**src/mio_pkg.sv**
```systemverilog
package mio_pkg;
	localparam int BIT_W = 8;
	localparam int NIB_W = 4;
	localparam int SER_W = 3;
	localparam int IRQ_W = 2;
	localparam int ANA_W = 4;
	localparam int PIN_W = 25;
	localparam int ADDR_W = 5;
	localparam int DATA_W = 8;

	// Bit positions of each port inside the joined pad vector.
	localparam int POS_BIT = 0;
	localparam int POS_NIB_A = 8;
	localparam int POS_NIB_B = 12;
	localparam int POS_SER = 16;
	localparam int POS_IRQ = 19;
	localparam int POS_ANA = 21;

	// Pin numbers inside the bit port that double as timer pins.
	localparam int TMR_A_BIT = 6;
	localparam int TMR_B_BIT = 7;

	localparam logic [ADDR_W-1:0] OFS_BIT_LATCH = 5'h00;
	localparam logic [ADDR_W-1:0] OFS_BIT_PP = 5'h01;
	localparam logic [ADDR_W-1:0] OFS_NIB_A_LATCH = 5'h02;
	localparam logic [ADDR_W-1:0] OFS_NIB_A_PP = 5'h03;
	localparam logic [ADDR_W-1:0] OFS_NIB_A_PULL = 5'h04;
	localparam logic [ADDR_W-1:0] OFS_NIB_B_LATCH = 5'h05;
	localparam logic [ADDR_W-1:0] OFS_NIB_B_PP = 5'h06;
	localparam logic [ADDR_W-1:0] OFS_NIB_B_PULL = 5'h07;
	localparam logic [ADDR_W-1:0] OFS_WAKE_EN = 5'h08;
	localparam logic [ADDR_W-1:0] OFS_SER_LATCH = 5'h09;
	localparam logic [ADDR_W-1:0] OFS_IRQ_LATCH = 5'h0a;
	localparam logic [ADDR_W-1:0] OFS_ANA_LATCH = 5'h0b;
	localparam logic [ADDR_W-1:0] OFS_TMR_CFG = 5'h0c;
	localparam logic [ADDR_W-1:0] OFS_BIT_IN = 5'h10;
	localparam logic [ADDR_W-1:0] OFS_NIB_A_IN = 5'h11;
	localparam logic [ADDR_W-1:0] OFS_NIB_B_IN = 5'h12;
	localparam logic [ADDR_W-1:0] OFS_SER_IN = 5'h13;
	localparam logic [ADDR_W-1:0] OFS_IRQ_IN = 5'h14;
	localparam logic [ADDR_W-1:0] OFS_ANA_IN = 5'h15;
	localparam logic [ADDR_W-1:0] OFS_STATUS = 5'h16;

	// Wake enable fields: nibble port a, nibble port b, irq pin a, irq pin b.
	localparam int WAKE_NIB_A = 0;
	localparam int WAKE_NIB_B = 1;
	localparam int WAKE_IRQ_A = 2;
	localparam int WAKE_IRQ_B = 3;

	// Timer pin configuration fields.
	localparam int TCFG_A_OUT = 0;
	localparam int TCFG_A_SRC = 1;
	localparam int TCFG_B_PWM = 2;

	// Status fields.
	localparam int ST_WAKE = 0;
	localparam int ST_DROP_RUN = 1;
	localparam int ST_RST_PIN = 2;
	localparam int ST_TOGGLE = 3;

	localparam logic [DATA_W-1:0] RST_LATCH = 8'hff;
	localparam logic [DATA_W-1:0] RST_CFG = 8'h00;
endpackage

```
**src/mio_pad_if.sv**
```systemverilog
`timescale 1ns/100ps
interface mio_pad_if #(parameter int W = 25);
	logic [W-1:0] val;
	logic [W-1:0] pp;
	logic [W-1:0] out;
	logic [W-1:0] oe;
	modport ctl (output val, output pp, input out, input oe);
	modport pad (input val, input pp, output out, output oe);
endinterface

```
**src/mio_sync.sv**
```systemverilog
`timescale 1ns/100ps
module mio_sync #(
	parameter int W = 1
) (
	input wire logic clk_i, // system clock
	input wire logic nrst_i, // synchronous reset, active low
	input wire logic [W-1:0] async_i, // levels from outside the clock domain
	output logic [W-1:0] sync_o // levels after two flip-flops
);
	logic [W-1:0] meta_reg;

	// Pins idle high, so both stages reset to one to avoid a false low.
	always_ff @(posedge clk_i) begin
		if (!nrst_i) begin
			meta_reg <= '1;
			sync_o <= '1;
		end else begin
			meta_reg <= async_i;
			sync_o <= meta_reg;
		end
	end
endmodule

```
**src/mio_pad.sv**
```systemverilog
`timescale 1ns/100ps
module mio_pad #(
	parameter int W = 25
) (
	input wire logic clk_i, // system clock
	input wire logic nrst_i, // synchronous reset, active low
	mio_pad_if.pad pads // value and structure in, pin drive out
);
	// Each pin is its own driver; outputs are registered so pins never glitch.
	genvar g;
	generate
		for (g = 0; g < W; g++) begin : g_pin
			always_ff @(posedge clk_i) begin
				if (!nrst_i) begin
					pads.out[g] <= 1'b0;
					pads.oe[g] <= 1'b0;
				end else if (pads.pp[g]) begin
					pads.out[g] <= pads.val[g];
					pads.oe[g] <= 1'b1;
				end else begin
					pads.out[g] <= 1'b0;
					pads.oe[g] <= ~pads.val[g];
				end
			end
		end
	endgenerate
endmodule

```
**src/mio_ports.sv**
```systemverilog
`timescale 1ns/100ps
// Behaviour
// - Each bit port pin has its own path; push-pull or open-drain per pin.
// - Nibble ports: four pins, selectable structure, pull-up and wake enables.
// - Three-bit port is open-drain, shared with serial clock, output, input.
// - Two-bit port is open-drain, pins double as the two interrupt inputs.
// - Analog port: four open-drain pins, each also one converter input.
// - Timer pin a: event input for timer one, or halved underflow output.
// - Timer pin b: event input for timer three, or timer four waveform.
// - Both interrupt pins feed requests and have switchable key-on wakeup.
// - Reset pin is pulled low for any internal system reset source.
// - Drop detector runs only while its enable pin is high.
// - Interrupt port pins keep their input and output while used.
// - Bit pin six input stays readable while timer pin a drives.
module mio_ports (
	input wire logic clk_i, // system clock, 250 MHz
	input wire logic nrst_i, // synchronous reset, active low
	input wire logic [4:0] addr_i, // register address
	input wire logic [7:0] wdata_i, // register write data
	input wire logic wr_i, // write strobe
	input wire logic rd_i, // read strobe
	output logic [7:0] rdata_o, // read data, cycle after the strobe
	input wire logic [7:0] bit_port_pins_i, // bit port pin levels
	output logic [7:0] bit_port_pins_o, // bit port drive value
	output logic [7:0] bit_port_pins_oe_o, // bit port drive enable
	input wire logic [3:0] nibble_port_a_pins_i, // nibble port a levels
	output logic [3:0] nibble_port_a_pins_o, // nibble port a drive value
	output logic [3:0] nibble_port_a_pins_oe_o, // nibble port a drive enable
	output logic [3:0] nibble_port_a_pullup_o, // nibble port a pull-up on
	input wire logic [3:0] nibble_port_b_pins_i, // nibble port b levels
	output logic [3:0] nibble_port_b_pins_o, // nibble port b drive value
	output logic [3:0] nibble_port_b_pins_oe_o, // nibble port b drive enable
	output logic [3:0] nibble_port_b_pullup_o, // nibble port b pull-up on
	input wire logic [2:0] serial_shared_port_pins_i, // serial port levels
	output logic [2:0] serial_shared_port_pins_o, // serial port drive value
	output logic [2:0] serial_shared_port_pins_oe_o, // serial port drive enable
	input wire logic [1:0] irq_shared_port_pins_i, // irq port levels
	output logic [1:0] irq_shared_port_pins_o, // irq port drive value
	output logic [1:0] irq_shared_port_pins_oe_o, // irq port drive enable
	input wire logic [3:0] analog_shared_port_pins_i, // analog port levels
	output logic [3:0] analog_shared_port_pins_o, // analog port drive value
	output logic [3:0] analog_shared_port_pins_oe_o, // analog port drive enable
	input wire logic reset_pin_i, // reset pin level
	output logic reset_pin_o, // reset pin drive value
	output logic reset_pin_oe_o, // reset pin drive enable
	input wire logic drop_detect_enable_pin_i, // drop detector enable pin
	output logic drop_detect_run_o, // drop detector running
	input wire logic drop_detect_i, // drop detector trip, level
	input wire logic software_reset_instruction_i, // reset instruction, level
	input wire logic watchdog_reset_i, // watchdog reset, level
	input wire logic power_on_reset_i, // power-on reset, level
	output logic ext_reset_o, // reset pin seen low
	input wire logic serial_sel_i, // serial unit owns its pins
	input wire logic serial_clk_drive_i, // serial unit drives its clock
	input wire logic serial_clk_i, // serial clock out
	input wire logic serial_data_i, // serial data out
	output logic serial_clk_o, // serial clock in
	output logic serial_data_o, // serial data in
	output logic ext_irq_pin_a_o, // interrupt input a level
	output logic ext_irq_pin_b_o, // interrupt input b level
	output logic [3:0] analog_input_pins_o, // analog pins, digital view
	input wire logic timer1_underflow_i, // timer one underflow pulse
	input wire logic timer2_underflow_i, // timer two underflow pulse
	input wire logic timer4_pwm_i, // timer four waveform
	output logic timer_pin_a_event_o, // timer one event clock
	output logic timer_pin_b_event_o, // timer three event clock
	output logic wake_o // key-on wakeup request
);
	localparam int PW = mio_pkg::PIN_W;
	localparam int AW = mio_pkg::ANA_W;

	logic [7:0] bit_latch_reg;
	logic [7:0] bit_pp_reg;
	logic [3:0] nib_a_latch_reg;
	logic [3:0] nib_a_pp_reg;
	logic [3:0] nib_a_pull_reg;
	logic [3:0] nib_b_latch_reg;
	logic [3:0] nib_b_pp_reg;
	logic [3:0] nib_b_pull_reg;
	logic [3:0] wake_en_reg;
	logic [2:0] ser_latch_reg;
	logic [1:0] irq_latch_reg;
	logic [3:0] ana_latch_reg;
	logic [2:0] tmr_cfg_reg;
	logic toggle_reg;
	logic wake_reg;
	logic rst_drive_reg;
	logic [7:0] rdata_reg;
	logic [7:0] rdata_next;
	logic [PW+1:0] raw_in;
	logic [PW+1:0] pin_in;
	logic [PW-1:0] pad_val;
	logic [PW-1:0] pad_pp;
	logic [7:0] bit_in;
	logic [3:0] nib_a_in;
	logic [3:0] nib_b_in;
	logic [2:0] ser_in;
	logic [1:0] irq_in;
	logic [3:0] ana_in;
	logic drop_en;
	logic rst_pin_in;
	logic [7:0] bit_val;
	logic [2:0] ser_val;
	logic toggle_src;
	logic wake_next;
	logic [1:0] settle_reg;

	mio_pad_if #(.W(PW)) pads ();

	// Every pin level crosses into the clock domain before use.
	assign raw_in = {reset_pin_i, drop_detect_enable_pin_i, analog_shared_port_pins_i,
		irq_shared_port_pins_i, serial_shared_port_pins_i, nibble_port_b_pins_i,
		nibble_port_a_pins_i, bit_port_pins_i};

	mio_sync #(.W(PW + 2)) u_sync (
		.clk_i(clk_i),
		.nrst_i(nrst_i),
		.async_i(raw_in),
		.sync_o(pin_in)
	);

	assign bit_in = pin_in[mio_pkg::POS_BIT +: mio_pkg::BIT_W];
	assign nib_a_in = pin_in[mio_pkg::POS_NIB_A +: mio_pkg::NIB_W];
	assign nib_b_in = pin_in[mio_pkg::POS_NIB_B +: mio_pkg::NIB_W];
	assign ser_in = pin_in[mio_pkg::POS_SER +: mio_pkg::SER_W];
	assign irq_in = pin_in[mio_pkg::POS_IRQ +: mio_pkg::IRQ_W];
	assign ana_in = pin_in[mio_pkg::POS_ANA +: mio_pkg::ANA_W];
	assign drop_en = pin_in[PW] & settle_reg[1];
	assign rst_pin_in = pin_in[PW+1];

	// The synchroniser resets high, which suits the idle-high pads but would
	// show the detector enabled for two cycles after reset even with its pin
	// low; the enable is masked until the pin's own level has come through.
	always_ff @(posedge clk_i) begin
		if (!nrst_i) begin
			settle_reg <= 2'h0;
		end else begin
			settle_reg <= {settle_reg[0], 1'b1};
		end
	end

	// Port latches; reset to ones so no open-drain pin pulls low at start.
	always_ff @(posedge clk_i) begin
		if (!nrst_i) begin
			bit_latch_reg <= mio_pkg::RST_LATCH;
			nib_a_latch_reg <= mio_pkg::RST_LATCH[3:0];
			nib_b_latch_reg <= mio_pkg::RST_LATCH[3:0];
			ser_latch_reg <= mio_pkg::RST_LATCH[2:0];
			irq_latch_reg <= mio_pkg::RST_LATCH[1:0];
			ana_latch_reg <= mio_pkg::RST_LATCH[3:0];
		end else if (wr_i) begin
			case (addr_i)
				mio_pkg::OFS_BIT_LATCH: bit_latch_reg <= wdata_i;
				mio_pkg::OFS_NIB_A_LATCH: nib_a_latch_reg <= wdata_i[3:0];
				mio_pkg::OFS_NIB_B_LATCH: nib_b_latch_reg <= wdata_i[3:0];
				mio_pkg::OFS_SER_LATCH: ser_latch_reg <= wdata_i[2:0];
				mio_pkg::OFS_IRQ_LATCH: irq_latch_reg <= wdata_i[1:0];
				mio_pkg::OFS_ANA_LATCH: ana_latch_reg <= wdata_i[3:0];
				default: begin
				end
			endcase
		end
	end

	// Structure, pull-up, wake and timer pin selections.
	always_ff @(posedge clk_i) begin
		if (!nrst_i) begin
			bit_pp_reg <= mio_pkg::RST_CFG;
			nib_a_pp_reg <= mio_pkg::RST_CFG[3:0];
			nib_a_pull_reg <= mio_pkg::RST_CFG[3:0];
			nib_b_pp_reg <= mio_pkg::RST_CFG[3:0];
			nib_b_pull_reg <= mio_pkg::RST_CFG[3:0];
			wake_en_reg <= mio_pkg::RST_CFG[3:0];
			tmr_cfg_reg <= mio_pkg::RST_CFG[2:0];
		end else if (wr_i) begin
			case (addr_i)
				mio_pkg::OFS_BIT_PP: bit_pp_reg <= wdata_i;
				mio_pkg::OFS_NIB_A_PP: nib_a_pp_reg <= wdata_i[3:0];
				mio_pkg::OFS_NIB_A_PULL: nib_a_pull_reg <= wdata_i[3:0];
				mio_pkg::OFS_NIB_B_PP: nib_b_pp_reg <= wdata_i[3:0];
				mio_pkg::OFS_NIB_B_PULL: nib_b_pull_reg <= wdata_i[3:0];
				mio_pkg::OFS_WAKE_EN: wake_en_reg <= wdata_i[3:0];
				mio_pkg::OFS_TMR_CFG: tmr_cfg_reg <= wdata_i[2:0];
				default: begin
				end
			endcase
		end
	end

	assign nibble_port_a_pullup_o = nib_a_pull_reg;
	assign nibble_port_b_pullup_o = nib_b_pull_reg;

	// Halved underflow output: the selected timer's pulse flips the pin.
	assign toggle_src = tmr_cfg_reg[mio_pkg::TCFG_A_SRC] ? timer2_underflow_i
		: timer1_underflow_i;

	always_ff @(posedge clk_i) begin
		if (!nrst_i) begin
			toggle_reg <= 1'b0;
		end else if (toggle_src) begin
			toggle_reg <= ~toggle_reg;
		end
	end

	// Timer outputs replace the latch on pins six and seven when selected.
	always_comb begin
		bit_val = bit_latch_reg;
		if (tmr_cfg_reg[mio_pkg::TCFG_A_OUT]) begin
			bit_val[mio_pkg::TMR_A_BIT] = toggle_reg;
		end
		if (tmr_cfg_reg[mio_pkg::TCFG_B_PWM]) begin
			bit_val[mio_pkg::TMR_B_BIT] = timer4_pwm_i;
		end
	end

	// Serial signals are gated by the latch, which must hold one to let
	// them through; an idle serial clock releases its pin.
	always_comb begin
		ser_val = ser_latch_reg;
		if (serial_sel_i) begin
			ser_val[0] = ser_latch_reg[0] & (~serial_clk_drive_i | serial_clk_i);
			ser_val[1] = ser_latch_reg[1] & serial_data_i;
		end
	end

	// Three fixed open-drain ports carry zeros in the push-pull field.
	assign pad_val = {ana_latch_reg, irq_latch_reg, ser_val, nib_b_latch_reg,
		nib_a_latch_reg, bit_val};
	assign pad_pp = {{AW{1'b0}}, 2'b00, 3'b000, nib_b_pp_reg, nib_a_pp_reg, bit_pp_reg};
	assign pads.val = pad_val;
	assign pads.pp = pad_pp;

	mio_pad #(.W(PW)) u_pad (
		.clk_i(clk_i),
		.nrst_i(nrst_i),
		.pads(pads.pad)
	);

	assign bit_port_pins_o = pads.out[mio_pkg::POS_BIT +: mio_pkg::BIT_W];
	assign bit_port_pins_oe_o = pads.oe[mio_pkg::POS_BIT +: mio_pkg::BIT_W];
	assign nibble_port_a_pins_o = pads.out[mio_pkg::POS_NIB_A +: mio_pkg::NIB_W];
	assign nibble_port_a_pins_oe_o = pads.oe[mio_pkg::POS_NIB_A +: mio_pkg::NIB_W];
	assign nibble_port_b_pins_o = pads.out[mio_pkg::POS_NIB_B +: mio_pkg::NIB_W];
	assign nibble_port_b_pins_oe_o = pads.oe[mio_pkg::POS_NIB_B +: mio_pkg::NIB_W];
	assign serial_shared_port_pins_o = pads.out[mio_pkg::POS_SER +: mio_pkg::SER_W];
	assign serial_shared_port_pins_oe_o = pads.oe[mio_pkg::POS_SER +: mio_pkg::SER_W];
	assign irq_shared_port_pins_o = pads.out[mio_pkg::POS_IRQ +: mio_pkg::IRQ_W];
	assign irq_shared_port_pins_oe_o = pads.oe[mio_pkg::POS_IRQ +: mio_pkg::IRQ_W];
	assign analog_shared_port_pins_o = pads.out[mio_pkg::POS_ANA +: mio_pkg::ANA_W];
	assign analog_shared_port_pins_oe_o = pads.oe[mio_pkg::POS_ANA +: mio_pkg::ANA_W];

	// Pin levels to the shared peripherals, always live whatever the latches.
	assign serial_clk_o = ser_in[0];
	assign serial_data_o = ser_in[2];
	assign ext_irq_pin_a_o = irq_in[0];
	assign ext_irq_pin_b_o = irq_in[1];
	assign analog_input_pins_o = ana_in;
	assign timer_pin_a_event_o = bit_in[mio_pkg::TMR_A_BIT];
	assign timer_pin_b_event_o = bit_in[mio_pkg::TMR_B_BIT];

	// A low on any enabled key pin asks the clock control to wake.
	always_comb begin
		wake_next = 1'b0;
		if (wake_en_reg[mio_pkg::WAKE_NIB_A] && (nib_a_in != 4'hf)) begin
			wake_next = 1'b1;
		end
		if (wake_en_reg[mio_pkg::WAKE_NIB_B] && (nib_b_in != 4'hf)) begin
			wake_next = 1'b1;
		end
		if (wake_en_reg[mio_pkg::WAKE_IRQ_A] && !irq_in[0]) begin
			wake_next = 1'b1;
		end
		if (wake_en_reg[mio_pkg::WAKE_IRQ_B] && !irq_in[1]) begin
			wake_next = 1'b1;
		end
	end

	always_ff @(posedge clk_i) begin
		if (!nrst_i) begin
			wake_reg <= 1'b0;
		end else begin
			wake_reg <= wake_next;
		end
	end

	assign wake_o = wake_reg;

	// Detector follows its enable pin; its trip only counts while it runs.
	assign drop_detect_run_o = drop_en;

	// The reset pin is held low while any internal reset source is active;
	// it is a level, so a source longer than one cycle shows its full length.
	always_ff @(posedge clk_i) begin
		if (!nrst_i) begin
			rst_drive_reg <= 1'b0;
		end else begin
			rst_drive_reg <= software_reset_instruction_i | watchdog_reset_i
				| power_on_reset_i | (drop_detect_i & drop_en);
		end
	end

	assign reset_pin_o = 1'b0;
	assign reset_pin_oe_o = rst_drive_reg;
	assign ext_reset_o = ~rst_pin_in;

	// Read mux; unmapped addresses read as zero.
	always_comb begin
		rdata_next = 8'h00;
		case (addr_i)
			mio_pkg::OFS_BIT_LATCH: rdata_next = bit_latch_reg;
			mio_pkg::OFS_BIT_PP: rdata_next = bit_pp_reg;
			mio_pkg::OFS_NIB_A_LATCH: rdata_next = {4'h0, nib_a_latch_reg};
			mio_pkg::OFS_NIB_A_PP: rdata_next = {4'h0, nib_a_pp_reg};
			mio_pkg::OFS_NIB_A_PULL: rdata_next = {4'h0, nib_a_pull_reg};
			mio_pkg::OFS_NIB_B_LATCH: rdata_next = {4'h0, nib_b_latch_reg};
			mio_pkg::OFS_NIB_B_PP: rdata_next = {4'h0, nib_b_pp_reg};
			mio_pkg::OFS_NIB_B_PULL: rdata_next = {4'h0, nib_b_pull_reg};
			mio_pkg::OFS_WAKE_EN: rdata_next = {4'h0, wake_en_reg};
			mio_pkg::OFS_SER_LATCH: rdata_next = {5'h00, ser_latch_reg};
			mio_pkg::OFS_IRQ_LATCH: rdata_next = {6'h00, irq_latch_reg};
			mio_pkg::OFS_ANA_LATCH: rdata_next = {4'h0, ana_latch_reg};
			mio_pkg::OFS_TMR_CFG: rdata_next = {5'h00, tmr_cfg_reg};
			mio_pkg::OFS_BIT_IN: rdata_next = bit_in;
			mio_pkg::OFS_NIB_A_IN: rdata_next = {4'h0, nib_a_in};
			mio_pkg::OFS_NIB_B_IN: rdata_next = {4'h0, nib_b_in};
			mio_pkg::OFS_SER_IN: rdata_next = {5'h00, ser_in};
			mio_pkg::OFS_IRQ_IN: rdata_next = {6'h00, irq_in};
			mio_pkg::OFS_ANA_IN: rdata_next = {4'h0, ana_in};
			mio_pkg::OFS_STATUS: rdata_next = {4'h0, toggle_reg, rst_pin_in, drop_en, wake_reg};
			default: rdata_next = 8'h00;
		endcase
	end

	// Read data stand for one cycle only and are zero otherwise.
	always_ff @(posedge clk_i) begin
		if (!nrst_i) begin
			rdata_reg <= 8'h00;
		end else if (rd_i) begin
			rdata_reg <= rdata_next;
		end else begin
			rdata_reg <= 8'h00;
		end
	end

	assign rdata_o = rdata_reg;
endmodule

```
**config.mk**
```make
export PLATFORM = sky130hd
export DESIGN_NAME = mio_ports
export DESIGN_NICKNAME = d
export VERILOG_FILES = /design/src/mio_pkg.sv /design/src/mio_pad_if.sv /design/src/mio_sync.sv /design/src/mio_pad.sv /design/src/mio_ports.sv
export SDC_FILE = /design/constraint.sdc
export NUM_CORES = 1
export LEC_CHECK = 0
export BUFFER_PORTS_ARGS = -buffer_cell sky130_fd_sc_hd__buf_4
export CAP_MARGIN = 5
export CORE_MARGIN = 8
export CORE_UTILIZATION = 50
export CTS_CLUSTER_SIZE = 14
export DETAILED_ROUTE_END_ITERATION = 12
export MAX_ROUTING_LAYER = met4
export PLACE_DENSITY = 0.74
export SLEW_MARGIN = 10
export SYNTH_ARGS = -nofsm -noshare
export SYNTH_HDL_FRONTEND = slang
export SYNTH_SLANG_ARGS = --single-unit
```
**constraint.sdc**
```tcl
create_clock -name clk_i -period 1.9 [get_ports clk_i]
set_clock_uncertainty 0.05 [all_clocks]
set_input_delay 0.095 -clock clk_i [delete_from_list [all_inputs] [get_ports clk_i]]
set_output_delay 0.095 -clock clk_i [all_outputs]
set_load 0.01 [all_outputs]
```
==> results.ini, run 1 <==
[cells_and_area]
final_nets = 852
fin_cells = 982
finish.utilization = 0.660
fill_cells = 994
fin_area_um2 = 8230
drive_gt1_frac = 0.219
multi_input_area_um2 = 2620
antenna_cells = 0
seq_area_um2 = 3280
synthToLayoutAreaGrowth_pct = 31.0

[routing]
routed_via_density = 5.21
vias = 5119
drtIter0Drc = 451
wl_um = 18300
drcViolationCount = 0
ant_nets = 0
drt_pass1_iterations = 8
wl_per_cell_um = 18.6

[die]
die_x_um = 128
initial_core_util = 0.504
die_area_um2 = 16400
num_io_pins = 136
fp.coreArea_um2 = 12500
die_y_um = 128
row_count = 41

[timing]
setup-tns-final_ns = 0
holdWs_ns = 0.0584
max_slew_margin = 0.587
drv_slew = 0
finalCriticalPeriod_ns = 1.52
rsz0062_at_grt = no
hold_viol = 0
setup_ws_ns = 0.382
worstMarginPinSlew_ns = 0.614
timing.final.crit_share = 0.799
fmax_ghz = 0.659
setup_viol = 0

[power]
powerDensity_nw_per_um2 = 898
ir_drop_mv = 0.681
p_clk_frac = 0.439
leakage_nw = 3.50
combPwrFrac = 0.079
finalPower_mw = 7.39
pwr-share-seq = 0.482
p_int_mw = 5.69
p_switching_mw = 1.71
swShare = 0.231

[clocking]
clkTransAtPathRegs_ns = 0.06
cts_num_sinks = 164
cts_tree = done
numCtsBuffers = 17
cts_buffer_depth = 2
cts_root_buffer = clkbuf_16
clk_latency_ns = 0.43
cts_setup_buffers = 0
htreeDepth = 4

[critical_path]
critPathArrivalTime_ns = 1.76
timing.rr.start = nibble_port_a_pullup_o[3]
start_kind = flip-flop
critical_path.max_fanout = 3
reg2regPathDepth = 3
setup.worst_path.start = nibble_port_a_pullup_o[3]
required_ns = 2.14
criticalPathCategory = flip-flop to flip-flop
cp-end-kind = flip-flop

[global_route]
antenna_found_initial = 0
grt_max_degree = 157
grt_remaining_overflow = 0
grt_pass1_wl_um = 28600
grt_pass1_vias = 5229
grt_use_total = 0.234

[yosys]
ys_seq_elements = 164
synth-compound-area-share = 0.107
syn_area_per_cell_um2 = 9.68
synth_xor_area_frac = 0.00139
ys_async_sr_fraction = 0
synthFlopType = dfxtp_1
yosysSeqAreaShare = 0.523
synth_area_um2 = 6280
synthCells = 649
synth_warnings = 0
synth_cell_types = 62
synth_top_family_by_area = simple AND/OR/NAND/NOR gates
synth_mux_area_frac = 0.0667
synth_edf_count = 0
synth-simple-area-share = 0.236
synthAdderAreaFrac = 0

[place]
place.gp.congestion = 0.927
dp_hpwl_um = 12700
dp.cells = 908
post-place-ws_ns = 0.174
place_area_um2 = 7250
portBuffers = 125

[hold_path]
hold_depth = 4
min-delay-start = timer1_underflow_i
min_path_type = input pin to flip-flop

[status]
status = completed

[run]
drv_cap = 0

==> kinds of logic (layout without fill, tap and decap cells) <==
logic type,Yosys count,count (layout)
buffers and inverters,79,231
multiplexers,40,40
AO/OA/AOI/OAI,90,90
flip-flops,164,164
AND/OR/NAND/NOR,274,274
XOR/XNOR,1,1
other,1,10
==> cell type report <==
type,instances,area share
sequential,164,0.399
tap,172,0.0261
clock buffer,21,0.0559
clock inverter,11,0.0126
multi-input combinational,415,0.318
timing repair buffer,179,0.179
inverter,20,0.00912
==> power by group through the flow <==
stage / clock, mW / combinational (mW) / sequential, mW
3_5_place_dp: 0 / 0.505 / 3.64
2_1_floorplan: 0 / 0.317 / 3.63
3_3_place_gp: 0 / 0.504 / 3.64
6_report: 3.25 / 0.583 / 3.56
5_1_grt: 3.43 / 0.631 / 3.57
4_1_cts: 3.29 / 0.575 / 3.56
==> cell usage after synthesis, types with 12 or more instances <==
library cell	instances	share of area
mux2i_1	37	0.059
buf_2	13	0.010
and3_1	16	0.016
nand2_1	74	0.044
a21boi_0	34	0.041
nand2b_1	60	0.060
o21ai_0	12	0.0096
buf_4	21	0.025
nand3_1	48	0.038
nor2b_1	28	0.028
dfxtp_1	164	0.52
inv_1	20	0.012
clkbuf_1	21	0.013
==> routing by layer <==
metal	track usage	vias to the layer above	routed length, µm
met5	-	-	0
met4	0.0832	0	310
met3	0.0553	27	1210
met2	0.374	194	8730
met1	0.284	2421	8040
li1	-	2477	-
==> repair_timing <==
item,4_1_cts,5_1_grt
endpoints found under the setup margin,0,0
hold buffers,42,0
hold endpoints to repair,70,0
gates resized for setup,0,0
==> worst max-delay path: stages, from the launching register on <==
cell and delay (ns):
dfxtp_1 0.37, mux4_1 0.57, a221oi_2 0.27, a41oi_2 0.13
==> path summary, 6_finish.rpt <==
path / slack, ns / end
worst max-delay path: 0.38 / rdata_o[3]
worst min-delay path: 0.06 / toggle_reg
worst max register to register: 0.38 / rdata_o[3]
worst min register to register: 0.35 / u_sync.sync_o[0]
==> cells in the final DEF (no fill, tap or decap), types with 20 or more instances in the layout <==
cell	instances
dlygate4sd3_1	42
nand3_1	48
inv_1	20
dfxtp_1	164
nor2b_1	28
mux2i_1	37
nand2b_1	60
a21boi_0	34
nand2_1	74
buf_4	135
No activity file was read; power rests on OpenSTA's default activity.
==> inputs of run 2 (changes only) <==
==> constraint.sdc (replaced) <==
create_clock -name clk_i -period 1.5 [get_ports clk_i]
set_clock_uncertainty 0.05 [all_clocks]
set_input_delay 0.075 -clock clk_i [delete_from_list [all_inputs] [get_ports clk_i]]
set_output_delay 0.075 -clock clk_i [all_outputs]
set_load 0.01 [all_outputs]
==> run 2 against run 1 <==
Net effect:
- sequential share of layout area down 2.1 points
- die area unchanged
- count of clock-buffer cells in the layout down 2
- power grew 29%
- worst hold slack got worse by 0.022 ns
- maximum frequency increased by 2.2%
- register-to-register slack got worse by 0.37 ns
- combinational power is 46% higher
- utilization up 3.8 points
- global-route usage grew 0.30 points
- final cell count grew 5.3%
- largest power group unchanged
==> results.ini, run 2 (synthesized netlist as in run 1, its figures left out) <==
[status]
status = completed

[global_route]
grt_pass1_vias = 5426
grt_use_total = 0.237
grt_remaining_overflow = 0
grt_pass1_wl_um = 28900
grt_max_degree = 73
antenna_found_initial = 0

[place]
post-place-ws_ns = -0.163
place.gp.congestion = 0.897
dp.cells = 958
portBuffers = 125
dp_hpwl_um = 13700

[timing]
setup-tns-final_ns = 0
setup_ws_ns = 0.0142
drv_slew = 0
worstMarginPinSlew_ns = 0.634
timing.final.crit_share = 0.991
hold_viol = 0
setup_viol = 0
finalCriticalPeriod_ns = 1.49
fmax_ghz = 0.673
max_slew_margin = 0.577
rsz0062_at_grt = no

[die]
num_io_pins = 136
initial_core_util = 0.504
fp.coreArea_um2 = 12500
die_area_um2 = 16400
die_y_um = 128
die_x_um = 128
row_count = 41

[routing]
vias = 5305
drt_pass1_iterations = 5
drtIter0Drc = 417
ant_nets = 0
routed_via_density = 5.13
wl_um = 19000
drcViolationCount = 0
wl_per_cell_um = 18.3

[clocking]
clk_latency_ns = 0.43
htreeDepth = 4
cts_root_buffer = clkbuf_16
numCtsBuffers = 17
clkTransAtPathRegs_ns = 0.06
cts_num_sinks = 164
cts_setup_buffers = 0
cts_buffer_depth = 2
cts_tree = done

[critical_path]
start_kind = flip-flop
critPathArrivalTime_ns = 1.73
cp-end-kind = flip-flop
required_ns = 1.74
criticalPathCategory = flip-flop to flip-flop
critical_path.max_fanout = 4

[cells_and_area]
fin_cells = 1034
drive_gt1_frac = 0.274
antenna_cells = 0
final_nets = 904
final_cell_mix = 182 x buf_4, 161 x dfxtp_1, 74 x nand2_1
final_common_cell = buf_4
synthToLayoutAreaGrowth_pct = 38.6

[run]
drv_cap = 0

[power]
leakage_nw = 3.78
ir_drop_mv = 0.772
powerDensity_nw_per_um2 = 1090
finalPower_mw = 9.53

[hold_path]
min_path_type = input pin to flip-flop

[run 2: changes by cell type in the layout (fill, tap and decap cells not counted), moves of 2 or more]
cell      delta
buf_4       +47
dfxtp_1      -3
dfxtp_2      +3
inv_6        +3
buf_12       +2
clkbuf_1     -2
[run 2: per-stage QoR]
| step | cell area, µm² | util | hold WS (ns) |
|---|---|---|---|
| 5_1_grt | 8710 | 0.698 | 0.0272 |
| 2_1_floorplan | 6320 | - | 0.0527 |
| 4_1_cts | 8670 | 0.696 | 0.0162 |
| 6_report | 8710 | 0.698 | 0.0367 |
| 3_5_place_dp | 7660 | 0.614 | 0.211 |
| 3_3_place_gp | 7660 | 0.614 | 0.207 |
[run 2: layout make-up]
cell class                      instances  area, µm²
Clock inverter                         13        123
Fill cell                             945       3760
Inverter                               20       75.1
Sequential cell                       164       3290
Multi-Input combinational cell        415       2630
Timing Repair Buffer                  231       1930
Clock buffer                           19        453
Tap cell                              172        215
[run 2: path summary, 6_finish.rpt]
check	from	endpoint	slack [ns]	depth (start not counted)
min reg2reg	u_sync.meta_reg[26]	u_sync.sync_o[26]	0.35	1
max reg2reg	nib_a_latch_reg[3]	rdata_o[3]	0.01	3
min	timer1_underflow_i	toggle_reg	0.04	4
max	nib_a_latch_reg[3]	rdata_o[3]	0.01	3
[run 2: routing by layer]
| layer | routed length [µm] | part of all wire | GRT usage | up-vias |
|---|---|---|---|---|
| li1 | - | - | - | 2586 |
| met1 | 8170 | 0.43 | 0.278 | 2511 |
| met2 | 9450 | 0.50 | 0.397 | 187 |
| met3 | 1110 | 0.058 | 0.0491 | 21 |
| met4 | 236 | 0.012 | 0.0790 | 0 |
| met5 | 0 | 0 | - | - |
[run 2: timing repair]
action,4_1_cts,5_1_grt
resized for setup,5,3
gates cloned,0,1
pin swaps,2,2
hold buffers,43,0
setup endpoints to repair,3,4
hold endpoints to repair,73,0
[run 2: report_power, final]
part | switching [mW] | internal [mW] | leakage (nW)
registers | 0.0510 | 4.46 | 1.34
logic | 0.406 | 0.447 | 2.16
clock network | 1.78 | 2.39 | 0.284
[run 2: worst max-delay path, cell delays in order (launching register included)]
cell,delay [ns]
dfxtp_1,0.34
mux4_2,0.51
a221oi_2,0.31
a41oi_2,0.15
